--- src/verilog/ccm_pkg.sv ---
package ccm_pkg;
    localparam int unsigned NUM_MODULES = 5;
    localparam int unsigned CNT_W       = 16;
    // ***************************************************************
    // register map (byte addresses)
    // ***************************************************************
    localparam logic [7:0] ADDR_MODE0    = 8'h00;
    localparam logic [7:0] ADDR_CMP0     = 8'h20;
    localparam logic [7:0] ADDR_CNT      = 8'h40;
    localparam logic [7:0] ADDR_STATUS   = 8'h44;
    localparam logic [7:0] ADDR_CLEAR    = 8'h48;
    localparam logic [7:0] ADDR_ENABLE   = 8'h4C;
    localparam logic [7:0] ADDR_CTRL     = 8'h50;
    localparam logic [7:0] ADDR_CAPT0    = 8'h60;
    localparam logic [7:0] MODULE_STRIDE = 8'h04;
    // ***************************************************************
    // mode register fields
    // ***************************************************************
    localparam int unsigned BIT_COMP   = 6;
    localparam int unsigned BIT_RISE   = 5;
    localparam int unsigned BIT_FALL   = 4;
    localparam int unsigned BIT_MATCH  = 3;
    localparam int unsigned BIT_TOGGLE = 2;
    localparam int unsigned BIT_PWM    = 1;
    localparam int unsigned BIT_FLAGIE = 0;
    localparam logic [6:0]  MODE_RESET = 7'h00;
    localparam logic [6:0]  MODE_MASK  = 7'h7F;
    // status bits: 0..4 module flags, 5 counter overflow
    localparam int unsigned EV_W       = 6;
    localparam int unsigned EV_OVF     = 5;
endpackage : ccm_pkg

--- src/verilog/ccm_channel.sv ---
`timescale 1ns/1ps
module ccm_channel
    import ccm_pkg::*;
(
    input  wire logic              pclk,
    input  wire logic              presetn,
    input  wire logic [6:0]        mode,
    input  wire logic [CNT_W-1:0]  count,
    input  wire logic [CNT_W-1:0]  compare,
    input  wire logic              pin_sync,
    output logic                   capture_event,
    output logic                   match_event,
    output logic                   pin_out,
    output logic                   pin_oe
);
    logic pin_prev_ff;
    logic pin_lvl_ff;
    logic nxt_pin_lvl;

    wire comp_en  = mode[BIT_COMP];
    wire rise     = pin_sync & ~pin_prev_ff;
    wire fall     = ~pin_sync & pin_prev_ff;
    wire is_equal = comp_en & (count == compare);
    wire pwm_on   = comp_en & mode[BIT_PWM];

    assign capture_event = (mode[BIT_FALL] & fall)
                         | (mode[BIT_RISE] & rise);
    // flag only in software timer mode: comparator and match both set
    assign match_event   = is_equal & mode[BIT_MATCH];
    assign pin_oe        = pwm_on | (comp_en & mode[BIT_TOGGLE]);
    // pwm: pin low while counter below compare value, high from there on
    assign nxt_pin_lvl   = pwm_on ? (count >= compare)
                         : (is_equal & mode[BIT_TOGGLE]) ? ~pin_lvl_ff
                         : pin_lvl_ff;
    assign pin_out       = pin_lvl_ff;

    always_ff @(posedge pclk or negedge presetn)
    begin
        if (!presetn)
        begin
            pin_prev_ff <= 1'b0;
            pin_lvl_ff  <= 1'b0;
        end
        else
        begin
            pin_prev_ff <= pin_sync;
            pin_lvl_ff  <= nxt_pin_lvl;
        end
    end
endmodule : ccm_channel

--- src/verilog/ccm_top.sv ---
// The APB slave port and the address map were left to the implementer.
`timescale 1ns/1ps
module ccm_top
    import ccm_pkg::*;
#(
    parameter int unsigned N = NUM_MODULES
)
(
    input  wire logic          pclk,
    input  wire logic          presetn,
    input  wire logic          psel,
    input  wire logic          penable,
    input  wire logic          pwrite,
    input  wire logic [7:0]    paddr,
    input  wire logic [31:0]   pwdata,
    output logic [31:0]        prdata,
    output logic               pready,
    output logic               pslverr,
    input  wire logic [N-1:0]  module_pin_in,
    output logic [N-1:0]       module_pin_out,
    output logic [N-1:0]       module_pin_oe,
    output logic               irq
);
    import ccm_pkg::*;

    // ***************************************************************
    // state
    // ***************************************************************
    logic [6:0]        mode_ff    [N];
    logic [CNT_W-1:0]  cmp_ff     [N];
    logic [CNT_W-1:0]  capt_ff    [N];
    logic [CNT_W-1:0]  count_ff;
    logic              run_ff;
    logic [N-1:0]      flag_ff;
    logic [N-1:0]      flag_ie;
    logic              ovf_ff;
    logic [EV_W-1:0]   irq_en_ff;
    logic [N-1:0]      sync1_ff;
    logic [N-1:0]      sync2_ff;
    logic [31:0]       prdata_ff;

    logic [N-1:0]      cap_ev;
    logic [N-1:0]      match_ev;
    logic [N-1:0]      mode_we;
    logic [N-1:0]      cmp_we;
    logic [N-1:0]      mode_hit;
    logic [N-1:0]      cmp_hit;
    logic [N-1:0]      capt_hit;
    logic [31:0]       mode_rd    [N];
    logic [31:0]       cmp_rd     [N];
    logic [31:0]       capt_rd    [N];

    // ***************************************************************
    // bus decode
    // ***************************************************************
    wire              acc      = psel & penable;
    wire              wr       = acc & pwrite;
    wire              rd       = acc & ~pwrite;
    wire              hit_cnt  = (paddr == ADDR_CNT);
    wire              hit_st   = (paddr == ADDR_STATUS);
    wire              hit_clr  = (paddr == ADDR_CLEAR);
    wire              hit_en   = (paddr == ADDR_ENABLE);
    wire              hit_ctl  = (paddr == ADDR_CTRL);
    wire              any_mod  = |{mode_hit, cmp_hit, capt_hit};
    wire              mapped   = any_mod | hit_cnt | hit_st | hit_clr | hit_en | hit_ctl;
    wire [EV_W-1:0]   clr_bits = (wr & hit_clr) ? pwdata[EV_W-1:0] : '0;
    wire [EV_W-1:0]   status   = {ovf_ff, flag_ff};
    wire              ovf_ev   = run_ff & (&count_ff);

    assign pready  = 1'b1;
    assign pslverr = acc & ~mapped;
    assign prdata  = prdata_ff;
    // a module flag needs its mode enable bit as well as its enable register bit
    assign irq     = |(status & irq_en_ff & {1'b1, flag_ie});

    // ***************************************************************
    // per-module slices
    // ***************************************************************
    genvar g;
    generate
        for (g = 0; g < N; g++)
        begin : g_mod
            assign mode_hit[g] = (paddr == 8'(ADDR_MODE0 + g * MODULE_STRIDE));
            assign cmp_hit[g]  = (paddr == 8'(ADDR_CMP0 + g * MODULE_STRIDE));
            assign capt_hit[g] = (paddr == 8'(ADDR_CAPT0 + g * MODULE_STRIDE));
            assign mode_we[g]  = wr & mode_hit[g];
            assign cmp_we[g]   = wr & cmp_hit[g];
            assign flag_ie[g]  = mode_ff[g][BIT_FLAGIE];
            assign mode_rd[g]  = mode_hit[g] ? {25'h0, mode_ff[g]} : '0;
            assign cmp_rd[g]   = cmp_hit[g] ? {16'h0, cmp_ff[g]} : '0;
            assign capt_rd[g]  = capt_hit[g] ? {16'h0, capt_ff[g]} : '0;

            ccm_channel u_chan (
                .pclk          (pclk),
                .presetn       (presetn),
                .mode          (mode_ff[g]),
                .count         (count_ff),
                .compare       (cmp_ff[g]),
                .pin_sync      (sync2_ff[g]),
                .capture_event (cap_ev[g]),
                .match_event   (match_ev[g]),
                .pin_out       (module_pin_out[g]),
                .pin_oe        (module_pin_oe[g])
            );

            always_ff @(posedge pclk or negedge presetn)
            begin
                if (!presetn)
                begin
                    mode_ff[g] <= MODE_RESET;
                    cmp_ff[g]  <= '0;
                    capt_ff[g] <= '0;
                    flag_ff[g] <= 1'b0;
                end
                else
                begin
                    if (mode_we[g])
                        mode_ff[g] <= pwdata[6:0] & MODE_MASK;
                    if (cmp_we[g])
                        cmp_ff[g] <= pwdata[CNT_W-1:0];
                    if (cap_ev[g])
                        capt_ff[g] <= count_ff;
                    // set wins over a clear in the same cycle
                    flag_ff[g] <= match_ev[g] | cap_ev[g]
                                | (flag_ff[g] & ~clr_bits[g]);
                end
            end
        end
    endgenerate

    // ***************************************************************
    // read mux, counter, shared registers
    // ***************************************************************
    logic [31:0] nxt_prdata;
    always_comb
    begin
        nxt_prdata = 32'h0;
        for (int i = 0; i < N; i++)
            nxt_prdata = nxt_prdata | mode_rd[i] | cmp_rd[i] | capt_rd[i];
        if (hit_cnt)
            nxt_prdata = {16'h0, count_ff};
        else if (hit_st)
            nxt_prdata = {26'h0, status};
        else if (hit_en)
            nxt_prdata = {26'h0, irq_en_ff};
        else if (hit_ctl)
            nxt_prdata = {31'h0, run_ff};
    end

    always_ff @(posedge pclk or negedge presetn)
    begin
        if (!presetn)
        begin
            sync1_ff  <= '0;
            sync2_ff  <= '0;
            count_ff  <= '0;
            run_ff    <= 1'b0;
            ovf_ff    <= 1'b0;
            irq_en_ff <= '0;
            prdata_ff <= 32'h0;
        end
        else
        begin
            sync1_ff <= module_pin_in;
            sync2_ff <= sync1_ff;
            if (wr & hit_cnt)
                count_ff <= pwdata[CNT_W-1:0];
            else if (run_ff)
                count_ff <= count_ff + 1'b1;
            if (wr & hit_ctl)
                run_ff <= pwdata[0];
            if (wr & hit_en)
                irq_en_ff <= pwdata[EV_W-1:0];
            ovf_ff <= ovf_ev | (ovf_ff & ~clr_bits[EV_OVF]);
            if (psel & ~penable & ~pwrite)
                prdata_ff <= nxt_prdata;
        end
    end
endmodule : ccm_top
--- config.mk ---
export PLATFORM = sky130hd
export DESIGN_NAME = ccm_top
export DESIGN_NICKNAME = d
export VERILOG_FILES = /design/src/verilog/ccm_pkg.sv /design/src/verilog/ccm_channel.sv /design/src/verilog/ccm_top.sv
export SDC_FILE = /design/constraint.sdc
export NUM_CORES = 1
export LEC_CHECK = 0
export BUFFER_PORTS_ARGS = -buffer_cell sky130_fd_sc_hd__buf_2
export CORE_ASPECT_RATIO = 0.75
export CORE_UTILIZATION = 55
export CTS_BUF_LIST = sky130_fd_sc_hd__clkbuf_4 sky130_fd_sc_hd__clkbuf_8 sky130_fd_sc_hd__clkbuf_16
export DETAILED_ROUTE_END_ITERATION = 7
export GPL_TIMING_DRIVEN = 0
export MAX_ROUTING_LAYER = met4
export PLACE_DENSITY = 0.73
export SLEW_MARGIN = 20
export SYNTH_ARGS = -nofsm -noshare
export SYNTH_HDL_FRONTEND = slang
export SYNTH_SLANG_ARGS = --single-unit
--- constraint.sdc ---
create_clock -name pclk -period 2.9 [get_ports pclk]
set_input_delay 0.145 -clock pclk [delete_from_list [all_inputs] [get_ports pclk]]
set_output_delay 0.145 -clock pclk [all_outputs]
set_load 0.1 [all_outputs]
# Word level (Yosys, flattened, before mapping)
# Cells that the tools add are included.
dict set report word_totals {
  register_bits 276
  input_bits 50
  out_inout_bits 45
  elab_cells 246
}
dict set report op_classes {
  add_sub_neg 1
  order_cmp 5
  eq_ne 24
  n_mux 32
  bitwise_logic 137
  n_reduce_logical 10
}
# op n
set ops {}
lappend ops {{two-way mux 16 bit} 16}
lappend ops {{OR 16 bit} 9}
lappend ops {{equality test 16 bit} 5}
lappend ops {{equality test 8 x 7 -> 1 bit (second input constant)} 10}
lappend ops {{>= comparator 16 bit} 5}
lappend ops {{bitwise AND 1 bit} 71}
lappend ops {{OR 16 x 7 -> 16 bit} 4}
lappend ops {{equality test 8 x 6 -> 1 bit (second input constant)} 5}
lappend ops {{two-way mux 7 bit} 5}
lappend ops {{OR 1 bit} 26}
lappend ops {{inverter 1 bit} 24}
lappend ops {{adder 16 x 1 -> 16 bit (second input constant)} 1}
lappend ops {{equality test 8 x 4 -> 1 bit (second input constant)} 2}
lappend ops {{OR 7 x 16 -> 16 bit} 1}
lappend ops {{AND reduction 16 bit} 1}
lappend ops {{OR reduction 15 bit} 1}
lappend ops {{bitwise AND 6 bit} 2}
lappend ops {{nonzero test 2 bit} 6}
lappend ops {{two-way mux 1 bit} 10}
lappend ops {{equality test 8 x 3 -> 1 bit (second input constant)} 1}
lappend ops {{equality test 8 x 5 -> 1 bit (second input constant)} 1}
lappend ops {{logical NOT 8 bit} 1}
lappend ops {{two-way mux 6 bit} 1}
lappend ops {{OR reduction 6 bit} 1}

# Depth between registers and ports, before layout
dict set report logic_depth {
  word_depth 20
  depth_mapped 9
  ltp_nobuf 7
}

# By module
# From an unflattened synthesis, not the netlist that was laid out.
dict set report unflattened {
  cells_unflattened 1315
  area_unflattened_um2 14631.5
}
# mod instances cells_per_inst area_per_inst_um2 seq_area_each_um2
set by_module_without_submodules {}
lappend by_module_without_submodules {ccm_top 1 980 11920.2 6256.0}
lappend by_module_without_submodules {{ccm_channel at g_mod[0].u_chan ...} 4 67 541.8 50.0}
lappend by_module_without_submodules {{ccm_channel at g_mod[2].u_chan} 1 67 544.3 50.0}

# Worst setup path after synthesis
# OpenSTA, ideal clock, no wires.
dict set report synth_timing {
  path_type {input to output}
  start {in paddr[2]}
  end {out pslverr}
  arrival_ns 2.553
  required_ns 2.755
  path_slack_ns 0.202
  cell_stages 6
  path_buffers 4
  path_cell_list {buf_2 -> buf_4 -> buf_2 -> buf_1 -> o21ai_0 -> a21oi_1}
}
dict set report synth_via {
  elab_chain_cells 9
  elab_cells_between_ends 28
  cone_classes {eq/ne: 19; bitwise: 7; reduce/logical: 2}
}
# item line_no
set synth_lines {}
lappend synth_lines {{start, declared} ccm_top.sv:14} ;# input wire logic [7:0] paddr,
lappend synth_lines {{equality test 8 x 3 -> 1 bit (tied with other cells)} ccm_top.sv:83} ;# assign mode_hit[g] = (paddr == 8'(ADDR_MODE0 + g * MODULE_STRIDE));
lappend synth_lines {{OR reduction 15 bit} ccm_top.sv:64} ;# wire any_mod = |{mode_hit, cmp_hit, capt_hit};
lappend synth_lines {{OR 1 bit (4 in series)} ccm_top.sv:65} ;# wire mapped = any_mod | hit_cnt | hit_st | hit_clr | hit_en | hit_ctl;
lappend synth_lines {{OR 1 bit *} ccm_top.sv:65}
lappend synth_lines {{inverter 1 bit *} ccm_top.sv:71} ;# assign pslverr = acc & ~mapped;
lappend synth_lines {{bitwise AND 1 bit *} ccm_top.sv:71}
lappend synth_lines {{end, declared} ccm_top.sv:18} ;# output logic pslverr,
# Every way passes the cells marked *; elsewhere a longest branch is shown, timed or not.

# Worst setup path in the final report
dict set report layout_timing {
  start {reg count_ff[0]}
  end {reg g_mod[0].u_chan.pin_lvl_ff}
}
dict set report layout_via {
  elab_chain_cells 4
  elab_cells_between_ends 6
  cone_classes {order compare: 1; eq/ne: 1; mux: 1; bitwise: 2; reduce/logical: 1}
}
# item line_no
set layout_lines {}
lappend layout_lines {{start, declared} ccm_top.sv:32} ;# logic [CNT_W-1:0] count_ff;
lappend layout_lines {{start signal, assigned} ccm_top.sv:167} ;# count_ff <= pwdata[CNT_W-1:0];
lappend layout_lines {{start signal, assigned} ccm_top.sv:169} ;# count_ff <= count_ff + 1'b1;
lappend layout_lines {{parallel branches: the longest is 4 deep, another holds >= comparator 16 bit} --}
lappend layout_lines {{end signal, assigned} ccm_channel.sv:47} ;# pin_lvl_ff <= nxt_pin_lvl;
lappend layout_lines {{end, declared} ccm_channel.sv:17} ;# logic pin_lvl_ff;
# Parallel ways; which one is timed is not known.
# A chain may end at the register's enable or synchronous reset.

==> metrics <==
crit-path max FO=9; Worst slew margin=approximately 15%; Worst Path Arrival=around 3.3 ns; leak pwr=around 0.0076 uW; clock sink count=260; Cells after Synth=1351; grt ovf=0; H-tree Lvls=1; final period utilization=between 90 and 100%; slowest stage cell, crit path=nor4_1; Max Freq=0.347 GHz; crit path launch type=register; Placed Area=around 0.015 mm^2; initial antenna violation count=0; number of synthesized flops with an enable pin=0; Num CTS Buffers=28; met1 usage=between 50% and 60%; vias in the first global route=about 11000; starting density of the core=56.1%; Setup crit end kind=register; Fillers=about 2100; # rows=51; Max Slew Vio Count=0; first-pass GRT wire length=approximately 75 mm; Gate power share=between 20% and 30%; Top Usage Layer GRT=met1; FF+latch count, synth=between 200 and 300; clock skew=around 0.017 ns; maximum VDD drop=just under 0.5 mV; layout cells sized above 1=around a quarter; outcome=finished clean; WHS Path Cells=4; detailed-route via count=roughly 12000; Die W=about 190 um; Setup Fix Bufs, Post-CTS=0; routing usage on met2=a little under three fifths; sequential power share=41.7%; clock power share=roughly a third; Cell Pwr Density=644 mW/mm^2; Area Overhead vs Synth=14.6%; via-per-instance ratio=6.51; Ports=95; final instance area=0.0167 mm^2; top_reg_cell synth=dfrtp_1; Layout Nets=approximately 1600; clock root buffer=clkbuf_16; Die ar.=0.0272 mm^2; Switch Pwr=3580 uW; Routed WL per cell=around 28 um; Worst-path clk slew=approximately 0.060 ns; R2R setup slack=0.02 ns; drt pass-1 iters=8; worst path required time=3.31 ns; Clock Path Buffers=3; register area share after synthesis=between 40% and 50%; max cap viols=0; Cell Count, Final, Fillers Out=about 1800; CP max stage delay=approximately 0.42 ns; Placed Cells=1771; largest net degree at the start of global routing=a little over 80; Min Clock Period, post-route=roughly 2.9 ns; Port Buf Inserts=57; switching part of the total=between 30% and 40%; worst flop-to-flop path endpoint=g_mod[0].u_chan.pin_out$_DFFE_PN0P_; drt total wl=about 51 mm; Post-Syn Area=0.0146 mm^2; Setup CP Type=reg2reg; GRT Total Usage=between 30% and 40%; CTS tree=yes; Detailed Route Iter0 Violations=around 1500; DRC errors left=0; final hold violations=0; Hold WC Path Type=in2reg; met3 Usage GRT=between 10% and 20%; # setup viols final=0; Least-Margin Pin Slew=1.26 ns; synth unique cells=75; hpwl dp=roughly 38 mm; Post-Syn Area per Cell=10.8 um^2; Min Hold Slack=~0.074 ns; CORE AREA=between 0.02 and 0.03 mm^2; Die Y=143 um; antenna cells=0; RSZ-0062 raised after global routing=false; Internal=7160 uW; fraction of registers with async set/reset=between 90% and 100%; Hold Path Sink=prdata[8]$_DFFE_PN0P_; Clk Latency, worst-skew pair=approximately 0.56 ns; ANT nets after route=0; hold_sp=pwrite; final RePlAce weighted congestion=approximately 1.0; cells on worst reg2reg path=8; r2r startpoint=count_ff[0]$_DFFE_PN0P_; Synth Warn #=0; worst-path cell chain=clkbuf_1 -> inv_1 -> ha_1 -> nand4_1 -> nor4_4 -> or3_1 -> nor4_1 -> a211oi_1
==> power by group through the flow <==
stage          Sequential, uW  Clock, uW  Combinational, uW
6_report                 4480       3770               2490
5_1_grt                  4500       3930               2700
4_1_cts                  4450       3800               2440
3_5_place_dp             4510          0               2380
3_3_place_gp             4490          0               2290
2_1_floorplan            4450          0               1530
==> routing by layer <==
| metal | up-vias | part of all wire, % |
|---|---|---|
| met5 | - | 0 |
| met4 | 0 | 2.3 |
| met3 | 102 | 13 |
| met2 | 741 | 42 |
| met1 | 5994 | 42 |
| li1 | 5174 | - |
==> timing repair <==
action / CTS / global route
hold buffers: 22 / 0
resized for setup: 2 / 0
endpoints found under the hold margin: 125 / 0
endpoints found under the setup margin: 2 / 0
==> critical path, delay by kind of cell (launching register included) <==
| family | cells | cell delay, ns |
|---|---|---|
| buf+inv | 2 | 0.78 |
| simple gates | 4 | 1.04 |
| compound gates | 1 | 0.14 |
| fa+ha+maj | 1 | 0.40 |
| flops | 1 | 0.36 |
==> cell families after synthesis <==
family	Yosys count	share of synthesized area (%)
buffers and inverters	184	6.08
multiplexers	221	17.3
AND/OR/NAND/NOR	327	12.3
other	2	0.0515
flip-flops	260	44.7
XOR/XNOR	15	0.902
adder cells (fa/ha/maj)	81	6.96
AO/OA/AOI/OAI	261	11.7
==> flip-flops by register name, indices dropped and copies added (netlist names) <==
signal	cells
flag_ie	5
capt_ff	80
cmp_ff	80
flag_ff	5
prdata	16
sync1_ff	5
sync2_ff	5
g_mod.u_chan.pin_prev_ff	5
g_mod.u_chan.pin_out	5
ovf_ff	1
irq_en_ff	6
run_ff	1
mode_ff	30
count_ff	16
==> per-stage QoR <==
step | total power [uW] | util, % | setup TNS, ns | setup slack (ns)
floorplan | 5990 | - | 0 | 0.202
global placement | 6780 | 59.1 | -802.42 | -3.12
detailed placement | 6890 | 59.5 | -0.0764 | -0.0399
CTS | 10700 | 64.2 | 0 | 0.0899
global route | 11100 | 64.3 | 0 | 0.000795
finish | 10700 | 64.3 | 0 | 0.0209
==> cells in the final DEF (no fill, tap or decap), types with 33 or more instances in the layout <==
cell,count
buf_2,85
buf_4,36
clkbuf_1,34
dfrtp_1,260
ha_1,81
inv_1,78
mux2_2,186
nand2_1,119
nand4_1,33
nor2_1,38
o21ai_0,80
==> Yosys cell counts, types with 4 or more instances <==
library cell	number	area [um^2]
nor4_1	11	68.8
mux2_2	186	2090
o21ai_1	7	35.0
dfrtp_1	260	6510
o221ai_1	4	35.0
nand3_1	29	145
inv_1	78	293
o2111ai_1	5	43.8
a2111oi_0	7	61.3
o21ai_0	80	400
mux2i_1	28	280
buf_4	36	270
clkbuf_1	34	128
o21a_1	11	82.6
a211oi_1	10	75.1
a221oi_1	4	35.0
ha_1	81	1010
a22oi_1	26	195
o22ai_1	18	113
or3_1	5	31.3
nand3b_1	11	82.6
xnor2_1	6	52.6
a21oi_1	27	135
a31oi_1	11	68.8
mux4_2	6	135
nor2_1	38	143
a21o_1	10	75.1
nand4_1	33	206
buf_2	29	145
nand3_2	4	40.0
nor2b_1	8	50.1
and3_1	14	87.6
nor3_1	17	85.1
xor2_1	9	78.8
nand2_1	119	447
a32oi_1	9	78.8
==> cell type report <==
class | instances | area, um^2 | area share, %
tap | 344 | 430 | 2.58
clock buffer | 42 | 837 | 5.01
buffer | 106 | 593 | 3.55
multi-input combinational | 922 | 7280 | 43.6
timing repair buffer | 84 | 621 | 3.72
sequential | 260 | 6510 | 39.0
inverter | 78 | 293 | 1.75
clock inverter | 8 | 134 | 0.802
==> worst max path at each step <==
| stage | from | end | cells after the start |
|---|---|---|---|
| 2_1_floorplan | paddr[2] | pslverr | 6 |
| 3_3_place_gp | presetn | sync1_ff[4]$_DFF_PN0_ | 1 |
| 5_1_grt | paddr[2] | pslverr | 7 |
| 4_1_cts | count_ff[0]$_DFFE_PN0P_ | g_mod[0].u_chan.pin_out$_DFFE_PN0P_ | 8 |
| 3_5_place_dp | count_ff[0]$_DFFE_PN0P_ | g_mod[0].u_chan.pin_out$_DFFE_PN0P_ | 8 |
| 6_report | count_ff[0]$_DFFE_PN0P_ | g_mod[0].u_chan.pin_out$_DFFE_PN0P_ | 8 |
Power figures use the tool's default switching activity.
